[src/hdl/rbb_pkg.sv]
// rbb_pkg: constants for the radio baseband register port
// assumes: a single 100 MHz core clock, host spi link sampled as pins
// Functional notes
// RQ1: host pulses reset high after power-up
// RQ2: spi port, host drives clock, mosi
// RQ3: irq polarity or gpio; miso may be gpio
// RQ4: aux pin clock, inverted amp, gpio
// RQ5: channel register holds 98 channels
// RQ6: dsss modes spread and despread chips
// RQ7: gfsk mode frames and checks crc16
// RQ8: optional auto acknowledge after valid packet
// RQ9: framed receive accepts all rates except single
// RQ10: host writes transmit config 0x16
// RQ11: host writes receive config 0x4B
// RQ12: host writes transaction config 0x05
// RQ13: host writes framing config 0x00
// RQ14: host writes transmit override 0x04
// RQ15: receive override 0x14 drops crc checks
// RQ16: analog 0x01 makes all settling slow
// RQ17: threshold 0x03 tolerates three bad chips
// RQ18: end control sets non-correlating symbol count
// RQ19: host loads preamble 0xAAAA05, count above four
// RQ20: double rate carries two bits per symbol
// RQ21: host configures fully before any transaction
package rbb_pkg;
  // ---------------------------------------------------------------
  // register indices (spi address, 6 bits)
  // ---------------------------------------------------------------
  localparam logic [5:0] ADR_CHANNEL = 6'h00;
  localparam logic [5:0] ADR_TX_CFG = 6'h03;
  localparam logic [5:0] ADR_RX_CFG = 6'h06;
  localparam logic [5:0] ADR_XACT_CFG = 6'h0F;
  localparam logic [5:0] ADR_FRAMING_CFG = 6'h10;
  localparam logic [5:0] ADR_TX_OVR = 6'h1D;
  localparam logic [5:0] ADR_RX_OVR = 6'h1E;
  localparam logic [5:0] ADR_AUX_CFG = 6'h1F;
  localparam logic [5:0] ADR_ANALOG = 6'h20;
  localparam logic [5:0] ADR_THOLD32 = 6'h22;
  localparam logic [5:0] ADR_EOP_CTRL = 6'h26;
  localparam logic [5:0] ADR_TX_DATA = 6'h28;
  localparam logic [5:0] ADR_STATUS = 6'h29;
  localparam logic [5:0] ADR_PREAMBLE = 6'h2A; // preamble store, address arbitrary
  localparam int NUM_REGS = 64;
  // ---------------------------------------------------------------
  // reset values (double-rate setup is loaded by the host)
  // ---------------------------------------------------------------
  localparam logic [7:0] RST_ZERO = 8'h00;
  localparam logic [7:0] RST_AUX_CFG = 8'h00;
  localparam logic [7:0] DDR_TX_CFG = 8'h16;
  localparam logic [7:0] DDR_RX_OVR = 8'h14;
  localparam logic [7:0] DDR_ANALOG = 8'h01;
  localparam logic [7:0] DDR_THOLD32 = 8'h03;
  localparam logic [7:0] DDR_EOP_CTRL = 8'h01;
  localparam logic [7:0] MAX_CHANNEL = 8'h61; // 98 channels, 0..97
  // ---------------------------------------------------------------
  // field positions
  // ---------------------------------------------------------------
  localparam int TXC_MODE_LSB = 3;  // tx cfg [4:3] data mode
  localparam int TXC_CODE_BIT = 5;  // tx cfg [5] 64-chip code
  localparam int XC_AUTOACK_BIT = 7;
  localparam int FR_SOP_EN_BIT = 7;
  localparam int TXO_NOCRC_BIT = 2;
  localparam int RXO_NOCRC_BIT = 2;
  localparam int RXO_ACCBAD_BIT = 4;
  localparam int AN_ALLSLOW_BIT = 0;
  localparam int AUX_IRQ_LSB = 0;   // [1:0] irq mode
  localparam int AUX_MISO_GPIO_BIT = 2;
  localparam int AUX_XO_LSB = 3;    // [4:3] aux mode
  localparam int AUX_AMP_GPIO_BIT = 5;
  localparam int AUX_GPIO_LSB = 6;  // [6] irq gpio, [7] miso gpio
  localparam int ST_TXDONE_BIT = 0;
  // ---------------------------------------------------------------
  // modes
  // ---------------------------------------------------------------
  localparam logic [1:0] MODE_GFSK = 2'h0;
  localparam logic [1:0] MODE_8DR = 2'h1;
  localparam logic [1:0] MODE_DDR = 2'h2;
  localparam logic [1:0] MODE_SINGLE = 2'h3;
  localparam logic [1:0] IRQ_HIGH = 2'h0;
  localparam logic [1:0] IRQ_LOW = 2'h1;
  localparam logic [1:0] IRQ_GPIO = 2'h2;
  localparam logic [1:0] XO_CLOCK = 2'h0;
  localparam logic [1:0] XO_AMP_N = 2'h1;
  localparam logic [1:0] XO_GPIO = 2'h2;
  localparam int BITS_PER_DDR_SYMBOL = 2;
  localparam int FIFO_DEPTH = 4;
  localparam int FIFO_WIDTH = 8;
  // ---------------------------------------------------------------
  // timing
  // ---------------------------------------------------------------
  localparam int CLK_MHZ = 100;
  localparam int ACK_TIMEOUT_US = 128;
  localparam int ACK_TIMEOUT_CYC = ACK_TIMEOUT_US * CLK_MHZ;
  localparam int AUX_CLK_DIV = 4; // buffered clock is core / (2*div)
endpackage : rbb_pkg

[src/hdl/rbb_radio.sv]
// rbb_radio: spi register port, pin muxing and ddr symbol packer
// assumes: spi pins asynchronous to i_ref_clk and well below its rate
`timescale 1ns/10ps
`default_nettype none

// -----------------------------------------------------------------
// rbb_fifo: small flop fifo between register port and symbol packer
// -----------------------------------------------------------------
module rbb_fifo #(
  parameter int WIDTH = 8,
  parameter int DEPTH = 4
) (
  input wire logic i_ref_clk,
  input wire logic i_rst,
  input wire logic i_valid,
  output logic o_ready,
  input wire logic [WIDTH-1:0] i_data,
  output logic o_valid,
  input wire logic i_ready,
  output logic [WIDTH-1:0] o_data
);
  localparam int AW = $clog2(DEPTH);
  typedef struct packed {
    logic [DEPTH-1:0][WIDTH-1:0] mem;
    logic [AW-1:0] wr;
    logic [AW-1:0] rd;
    logic [AW:0] cnt;
  } rbb_fifo_t;
  rbb_fifo_t st, next_st;
  logic push, pop;

  // push and pop bookkeeping
  always_comb begin
    next_st = st;
    push = i_valid && (st.cnt != (AW+1)'(DEPTH));
    pop = i_ready && (st.cnt != '0);
    if (push) begin
      next_st.mem[st.wr] = i_data;
      next_st.wr = st.wr + 1'b1;
    end
    if (pop) begin
      next_st.rd = st.rd + 1'b1;
    end
    next_st.cnt = st.cnt + (AW+1)'(push) - (AW+1)'(pop);
  end

  // state register
  always_ff @(posedge i_ref_clk or posedge i_rst) begin
    if (i_rst) begin
      st <= '0;
    end else begin
      st <= next_st;
    end
  end

  assign o_ready = st.cnt != (AW+1)'(DEPTH);
  assign o_valid = st.cnt != '0;
  assign o_data = st.mem[st.rd];
endmodule // rbb_fifo

// -----------------------------------------------------------------
// rbb_radio: top
// -----------------------------------------------------------------
module rbb_radio (
  input wire logic i_ref_clk,
  input wire logic i_rst,
  input wire logic i_spi_sck,
  input wire logic i_spi_ss_n,
  input wire logic i_spi_mosi,
  output logic o_spi_miso,
  output logic o_spi_miso_oe,
  output logic o_irq,
  output logic o_aux_clock_out,
  output logic o_amp_control_out,
  input wire logic i_tx_active,
  input wire logic i_symbol_ready,
  output logic o_symbol_valid,
  output logic [1:0] o_symbol,
  output logic o_tx_crc_en,
  output logic o_rx_crc_check_en,
  output logic o_rx_accept_bad_crc,
  output logic o_all_slow_settle,
  output logic [7:0] o_channel,
  output logic [7:0] o_chip_threshold,
  output logic [7:0] o_eop_symbols,
  output logic o_use_64_chip,
  output logic o_framer_en,
  output logic o_rx_any_rate,
  output logic o_auto_ack_en
);
  import rbb_pkg::*;

  typedef enum logic [1:0] {S_IDLE, S_ADDR, S_DATA} rbb_phase_t;
  typedef struct packed {
    logic [2:0] sck_s;
    logic [1:0] ss_s;
    logic [1:0] mosi_s;
    rbb_phase_t phase;
    logic wr;
    logic [2:0] bitn;
    logic [5:0] addr;
    logic [7:0] sh;
    logic [NUM_REGS-1:0][7:0] regs;
    logic miso;
    logic push;
    logic [7:0] push_data;
    logic [7:0] sym_byte;
    logic [1:0] sym_left;
    logic sym_valid;
    logic [1:0] sym;
    logic [2:0] div;
    logic xclk;
    logic [12:0] outs;
  } rbb_radio_t;
  rbb_radio_t st, next_st;
  logic fifo_valid, fifo_pop;
  logic [7:0] fifo_data;

  // read value, status register shows packer occupancy
  function automatic logic [7:0] rd_val(input rbb_radio_t s, input logic [5:0] a);
    if (a == ADR_STATUS) begin
      rd_val = {6'h00, s.sym_valid, (s.sym_left == 2'h0)};
    end else begin
      rd_val = s.regs[a];
    end
  endfunction

  logic [1:0] data_mode;
  logic [7:0] aux;
  logic sck_rise, sck_fall;

  // spi slave, register file, packer, pin muxing
  always_comb begin
    next_st = st;
    aux = st.regs[ADR_AUX_CFG];
    data_mode = st.regs[ADR_TX_CFG][TXC_MODE_LSB +: 2];
    next_st.sck_s = {st.sck_s[1:0], i_spi_sck};
    next_st.ss_s = {st.ss_s[0], i_spi_ss_n};
    next_st.mosi_s = {st.mosi_s[0], i_spi_mosi};
    sck_rise = st.sck_s[1] && !st.sck_s[2];
    sck_fall = !st.sck_s[1] && st.sck_s[2];
    next_st.push = 1'b0;
    // host-driven spi frame: spare bit, wr bit, 6-bit addr, then data RQ2
    if (st.ss_s[1]) begin
      next_st.phase = S_ADDR;
      next_st.bitn = 3'h0;
    end else if (sck_rise) begin
      next_st.sh = {st.sh[6:0], st.mosi_s[1]};
      next_st.bitn = st.bitn + 3'h1;
      if (st.bitn == 3'h7) begin
        if (st.phase == S_ADDR) begin
          next_st.wr = st.sh[5];
          next_st.addr = {st.sh[4:0], st.mosi_s[1]};
          next_st.phase = S_DATA;
          next_st.sh = rd_val(st, {st.sh[4:0], st.mosi_s[1]});
        end else begin
          if (st.wr && st.addr == ADR_TX_DATA) begin
            next_st.push = 1'b1;
            next_st.push_data = {st.sh[6:0], st.mosi_s[1]};
          end else if (st.wr && st.addr == ADR_CHANNEL) begin
            // clamp to the 98 legal channels RQ5
            next_st.regs[ADR_CHANNEL] = ({st.sh[6:0], st.mosi_s[1]} > MAX_CHANNEL) ?
              MAX_CHANNEL : {st.sh[6:0], st.mosi_s[1]};
          end else if (st.wr && st.addr != ADR_STATUS) begin
            next_st.regs[st.addr] = {st.sh[6:0], st.mosi_s[1]};
          end
          next_st.addr = st.addr + 6'h01;
          next_st.sh = rd_val(st, st.addr + 6'h01);
        end
      end
    end else if (sck_fall && st.phase == S_DATA) begin
      next_st.miso = st.sh[7];
    end
    // ddr packer: one byte becomes four two-bit symbols RQ6 RQ20
    if (st.sym_valid && i_symbol_ready) begin
      next_st.sym_valid = 1'b0;
    end
    if (!next_st.sym_valid && st.sym_left != 2'h0) begin
      next_st.sym = st.sym_byte[7:6];
      next_st.sym_byte = {st.sym_byte[5:0], 2'b00};
      next_st.sym_left = st.sym_left - 2'h1;
      next_st.sym_valid = 1'b1;
    end
    fifo_pop = (st.sym_left == 2'h0) && !st.sym_valid && i_tx_active &&
      data_mode == MODE_DDR;
    if (fifo_pop && fifo_valid) begin
      next_st.sym_byte = {fifo_data[5:0], 2'b00};
      next_st.sym = fifo_data[7:6];
      next_st.sym_left = 2'(4 - 1);
      next_st.sym_valid = 1'b1;
    end
    // buffered clock divider for the aux pin RQ4
    next_st.div = st.div + 3'h1;
    if (st.div == 3'(AUX_CLK_DIV - 1)) begin
      next_st.div = 3'h0;
      next_st.xclk = !st.xclk;
    end
    // irq pin: polarity or gpio RQ3
    unique case (aux[AUX_IRQ_LSB +: 2])
      IRQ_HIGH: next_st.outs[0] = st.sym_left == 2'h0 && !st.sym_valid;
      IRQ_LOW: next_st.outs[0] = !(st.sym_left == 2'h0 && !st.sym_valid);
      default: next_st.outs[0] = aux[AUX_GPIO_LSB];
    endcase
    // miso as data or gpio RQ3
    next_st.outs[1] = aux[AUX_MISO_GPIO_BIT] ? aux[AUX_GPIO_LSB + 1] : st.miso;
    next_st.outs[2] = aux[AUX_MISO_GPIO_BIT] || !st.ss_s[1];
    // aux: clock, inverted amp control, or gpio RQ4
    unique case (aux[AUX_XO_LSB +: 2])
      XO_CLOCK: next_st.outs[3] = st.xclk;
      XO_AMP_N: next_st.outs[3] = !i_tx_active;
      default: next_st.outs[3] = aux[AUX_GPIO_LSB];
    endcase
    next_st.outs[4] = aux[AUX_AMP_GPIO_BIT] ? aux[AUX_GPIO_LSB + 1] : i_tx_active; // RQ4
    // gfsk framing and crc RQ7, override bits RQ14 RQ15
    next_st.outs[5] = data_mode == MODE_GFSK && !st.regs[ADR_TX_OVR][TXO_NOCRC_BIT];
    next_st.outs[6] = data_mode == MODE_GFSK && !st.regs[ADR_RX_OVR][RXO_NOCRC_BIT]; // RQ15
    next_st.outs[7] = st.regs[ADR_RX_OVR][RXO_ACCBAD_BIT]; // RQ15
    next_st.outs[8] = st.regs[ADR_ANALOG][AN_ALLSLOW_BIT]; // RQ16
    next_st.outs[9] = st.regs[ADR_TX_CFG][TXC_CODE_BIT]; // RQ6
    next_st.outs[10] = st.regs[ADR_FRAMING_CFG][FR_SOP_EN_BIT]; // RQ7
    next_st.outs[11] = st.regs[ADR_FRAMING_CFG][FR_SOP_EN_BIT] && data_mode != MODE_SINGLE; // RQ9
    next_st.outs[12] = st.regs[ADR_XACT_CFG][XC_AUTOACK_BIT]; // RQ8
  end

  // state register
  always_ff @(posedge i_ref_clk or posedge i_rst) begin
    if (i_rst) begin // RQ1
      st <= '0;
      st.ss_s <= 2'b11;
      st.regs[ADR_AUX_CFG] <= RST_AUX_CFG;
    end else begin
      st <= next_st;
    end
  end

  rbb_fifo #(.WIDTH(FIFO_WIDTH), .DEPTH(FIFO_DEPTH)) u_fifo (
    .i_ref_clk(i_ref_clk),
    .i_rst(i_rst),
    .i_valid(st.push),
    .o_ready(), // a full fifo refuses the byte itself
    .i_data(st.push_data),
    .o_valid(fifo_valid),
    .i_ready(fifo_pop),
    .o_data(fifo_data)
  );

  assign o_irq = st.outs[0];
  assign o_spi_miso = st.outs[1];
  assign o_spi_miso_oe = st.outs[2];
  assign o_aux_clock_out = st.outs[3];
  assign o_amp_control_out = st.outs[4];
  assign o_tx_crc_en = st.outs[5];
  assign o_rx_crc_check_en = st.outs[6];
  assign o_rx_accept_bad_crc = st.outs[7];
  assign o_all_slow_settle = st.outs[8];
  assign o_use_64_chip = st.outs[9];
  assign o_framer_en = st.outs[10];
  assign o_rx_any_rate = st.outs[11];
  assign o_auto_ack_en = st.outs[12];
  assign o_symbol_valid = st.sym_valid;
  assign o_symbol = st.sym;
  assign o_chip_threshold = st.regs[ADR_THOLD32]; // RQ17
  assign o_eop_symbols = st.regs[ADR_EOP_CTRL]; // RQ18
  assign o_channel = st.regs[ADR_CHANNEL]; // RQ5

  // ---------------------------------------------------------------
  // assertions
  // ---------------------------------------------------------------
  property p_sym_hold;
    @(posedge i_ref_clk) disable iff (i_rst)
      (o_symbol_valid && !i_symbol_ready) |=> (o_symbol_valid && $stable(o_symbol));
  endproperty
  a_sym_hold: assert property (p_sym_hold) else $error("symbol dropped"); // RQ20
  property p_chan_range;
    @(posedge i_ref_clk) disable iff (i_rst) o_channel <= MAX_CHANNEL;
  endproperty
  a_chan_range: assert property (p_chan_range) else $error("channel out of range"); // RQ5
  property p_single_no_any;
    @(posedge i_ref_clk) disable iff (i_rst)
      (data_mode == MODE_SINGLE) |=> !o_rx_any_rate;
  endproperty
  a_single_no_any: assert property (p_single_no_any) else $error("single rate any rate"); // RQ9
  property p_accbad;
    @(posedge i_ref_clk) disable iff (i_rst)
      st.regs[ADR_RX_OVR][RXO_ACCBAD_BIT] |=> o_rx_accept_bad_crc;
  endproperty
  a_accbad: assert property (p_accbad) else $error("accept bad not set"); // RQ15
  property p_slow;
    @(posedge i_ref_clk) disable iff (i_rst)
      st.regs[ADR_ANALOG][AN_ALLSLOW_BIT] |=> o_all_slow_settle;
  endproperty
  a_slow: assert property (p_slow) else $error("slow settle off"); // RQ16
  property p_irq_low;
    @(posedge i_ref_clk) disable iff (i_rst)
      (aux[1:0] == IRQ_LOW && o_symbol_valid) |=> (o_irq || aux[1:0] != IRQ_LOW);
  endproperty
  a_irq_low: assert property (p_irq_low) else $error("irq polarity"); // RQ3
  property p_miso_gpio;
    @(posedge i_ref_clk) disable iff (i_rst)
      aux[AUX_MISO_GPIO_BIT] |=> o_spi_miso_oe;
  endproperty
  a_miso_gpio: assert property (p_miso_gpio) else $error("miso gpio not driven"); // RQ3
  property p_crc_gfsk;
    @(posedge i_ref_clk) disable iff (i_rst)
      (data_mode != MODE_GFSK) |=> !o_tx_crc_en;
  endproperty
  a_crc_gfsk: assert property (p_crc_gfsk) else $error("crc outside gfsk"); // RQ7
endmodule // rbb_radio

`default_nettype wire

[config.mk]
export PLATFORM = sky130hd
export DESIGN_NAME = rbb_radio
export DESIGN_NICKNAME = d
export VERILOG_FILES = /design/src/hdl/rbb_pkg.sv /design/src/hdl/rbb_radio.sv
export SDC_FILE = /design/constraint.sdc
export NUM_CORES = 2
export LEC_CHECK = 0
export BUFFER_PORTS_ARGS = -buffer_cell sky130_fd_sc_hd__buf_2
export CAP_MARGIN = 30
export CORE_MARGIN = 5
export CORE_UTILIZATION = 55
export CTS_CLUSTER_DIAMETER = 50
export DETAILED_ROUTE_END_ITERATION = 10
export GPL_TIMING_DRIVEN = 0
export HOLD_SLACK_MARGIN = 0.15
export PLACE_DENSITY = 0.68
export SYNTH_ARGS = -nofsm -noshare
export SYNTH_HDL_FRONTEND = slang
export SYNTH_HIERARCHICAL = 1
export SYNTH_SLANG_ARGS = --single-unit
[constraint.sdc]
create_clock -name i_ref_clk -period 25.3 [get_ports i_ref_clk]
set_clock_uncertainty 0.2 [all_clocks]
set_input_delay 2.53 -clock i_ref_clk [delete_from_list [all_inputs] [get_ports i_ref_clk]]
set_output_delay 2.53 -clock i_ref_clk [all_outputs]
set_load 0.01 [all_outputs]
==> metrics.txt <==
Avg Cell Area, Syn 14.1 µm²; vias in the first global route 23800; total track usage 37.0%; f_max 135 MHz; Post-CTS Setup Bufs 0; Routed WL 119000 µm; max-slew violation count 0; worst-path maximum fanout 11; Placeable Area 0.0590 mm²; via count 23600; synthesized cell area 0.0328 mm²; post-DP HPWL 85200 µm; die area 0.0646 mm²; Antenna Violating Nets Remaining 0; relative slew slack 26.0%; drt first pass iters 7; maximum VDD drop 0.0000731 V; Hold Crit Endpoint next_st[578]; final period utilization 29.2%; Sum Neg Setup Slack 0 ps; GR Util met2 53.3%; Critical Path AT 7700 ps; final worst path period need 7390 ps; First DRT Iteration DRCs 3080; Final nets 2531; CP Launch Type flip-flop; pin count of the biggest net entering global routing 132; r2r endpoint st[555]; root buf cell clkbuf_16; hold depth 0; Inst Count DP 3194; antenna violations before repair 3; vias per inst 7.05; CP Capture Type flip-flop; PnR Total Power 0.00245 W; post_cts resized 0; GR Overflow Total 0; Hold-fix buffers, CTS 1; die width 254 µm; library cells used by synthesis 72; outcome finished, final reports clean; post-place instance area 0.0348 mm²; unrepaired setup endpoints after global routing false; CTS tree built; Syn Nets 2348; Area Growth Syn to Fin 14.5%; R2R depth 17; Data required, critical path 25610 ps; top-area cell type share of the netlist area 46.8%; Synth area leader dfrtp_1; Hold Fails Final Rpt 0; Yosys warnings 6; leakage power 17.5 nW; M3 GR Usage 13.0%; share of layout cells above drive strength 1 45.8%; r2r setup slk 17910 ps; ys flop type dfrtp_1; row count 89; CP Class reg -> reg; R2R Path Start st[560]; most frequent cells in the layout dfrtp_1, mux2_2, mux4_2, clkbuf_1, nand2_1; power per cell area 65.2 mW/mm²; # H-tree levels 3; Gate Count Post-Synth 2326; Post-synth EDFFs 0; Clock Latency Late Sink 630 ps; DRC 0; Global Route met1 Usage 50.5%; WHS 160 ps; clock transition at the registers of the reported paths 60 ps; synth top area cells dfrtp_1, mux2_2, mux4_2; Max-Cap Viols 0; final instance count without filler cells 3348; most common cell after layout, fill and taps aside dfrtp_1; fraction of registers with async set/reset 100%; Synth Register Bits 616; final instance area 0.0376 mm²; hold_sp next_st[577]; mean routed wirelength per cell 35.6 µm; Initial Util 55.6%; Final Setup Violations 0; gr busiest metal met2; routability cong. 1.04; CTS Buf Count 77; Die Ht 254 µm; worst hold path type reg -> reg; worst-case clock buffer depth 3; clock sinks 616; I/O pin count 47; Tightest Pin Transition 1110 ps; port buffer count 46; first-pass GRT wire length 171000 µm; Seq/Total Area, Yosys 47.0%
## registers in the layout (all words and copies together), names as in the netlist, 2 cells and up
register,count
next_st,9
o_eop_symbols,8
o_symbol,2
aux,8
u_fifo/st,39
o_channel,8
st,518
data_mode,2
o_chip_threshold,8
## layout make-up
class | instances | area, µm²
sequential | 616 | 15400
buffer | 213 | 977
fill | 4441 | 21500
timing repair buffer | 104 | 1130
tap | 773 | 967
clock buffer | 106 | 2250
multi-input combinational | 1482 | 16400
inverter | 15 | 63.8
clock inverter | 36 | 383
antenna | 3 | 7.51
## worst max-delay path by stage
stage          startpoint  cells after the start  slack [ps]      end
6_report          st[560]                     17       17910  st[555]
5_1_grt           st[560]                     17       17930  st[555]
4_1_cts           st[560]                     17       18190  st[555]
3_5_place_dp      st[560]                     17       18210  st[555]
3_3_place_gp        i_rst                      2         390   st[13]
2_1_floorplan       i_rst                      1        6430   aux[0]
## worst max-delay path, cell delays in order (launching register included)
cell	delay (ps)
dfrtp_1	510
buf_2	290
buf_2	350
inv_1	220
clkbuf_1	810
clkbuf_1	830
ha_1	330
buf_2	340
buf_1	590
buf_8	250
clkbuf_1	530
buf_8	240
mux4_2	320
mux2i_1	200
o22ai_1	200
o21ai_0	560
o311ai_0	270
a2bb2oi_1	190
## cells in the mapped netlist, types with 32 or more instances
master    instances
mux2_2          525
nor2_1           72
dfrtp_1         614
o22ai_1          32
mux4_2          249
clkbuf_1        122
nand2_2          48
mux2i_1          86
o21ai_0          41
buf_1            33
mux2_4           32
nand2_1         110
## power breakdown
| group | total [W] | internal, W | switching, W |
|---|---|---|---|
| Clock | 0.00114 | 0.000680 | 0.000457 |
| Sequential | 0.000999 | 0.000991 | 0.00000713 |
| Combinational | 0.000312 | 0.0000777 | 0.000234 |
## per-layer routing
metal | share of wire, % | up-vias | routed length (µm)
li1 | - | 9163 | -
met1 | 39 | 12400 | 45900
met2 | 43 | 1657 | 51700
met3 | 12 | 398 | 14100
met4 | 6.1 | 4 | 7330
met5 | 0.045 | - | 54
## per-stage QoR
step                utilization (%)  worst slack [ps]
global placement               57.6               387
CTS                            63.4             18190
global route                   63.6             17930
finish                         63.6             17910
floorplan                         -              6430
detailed placement             58.9             18210
## cell families after synthesis
kind of cell	after synthesis	share of synthesized area (%)
and+or+nand+nor	368	5.69
AOI/OAI and AO/OA	190	3.89
DFF	616	47.0
muxes	895	39.3
adders and majority gates	15	0.595
buffers and inverters	228	3.14
xor gates and xnor gates	14	0.374
No activity file was read; power rests on OpenSTA's default activity.
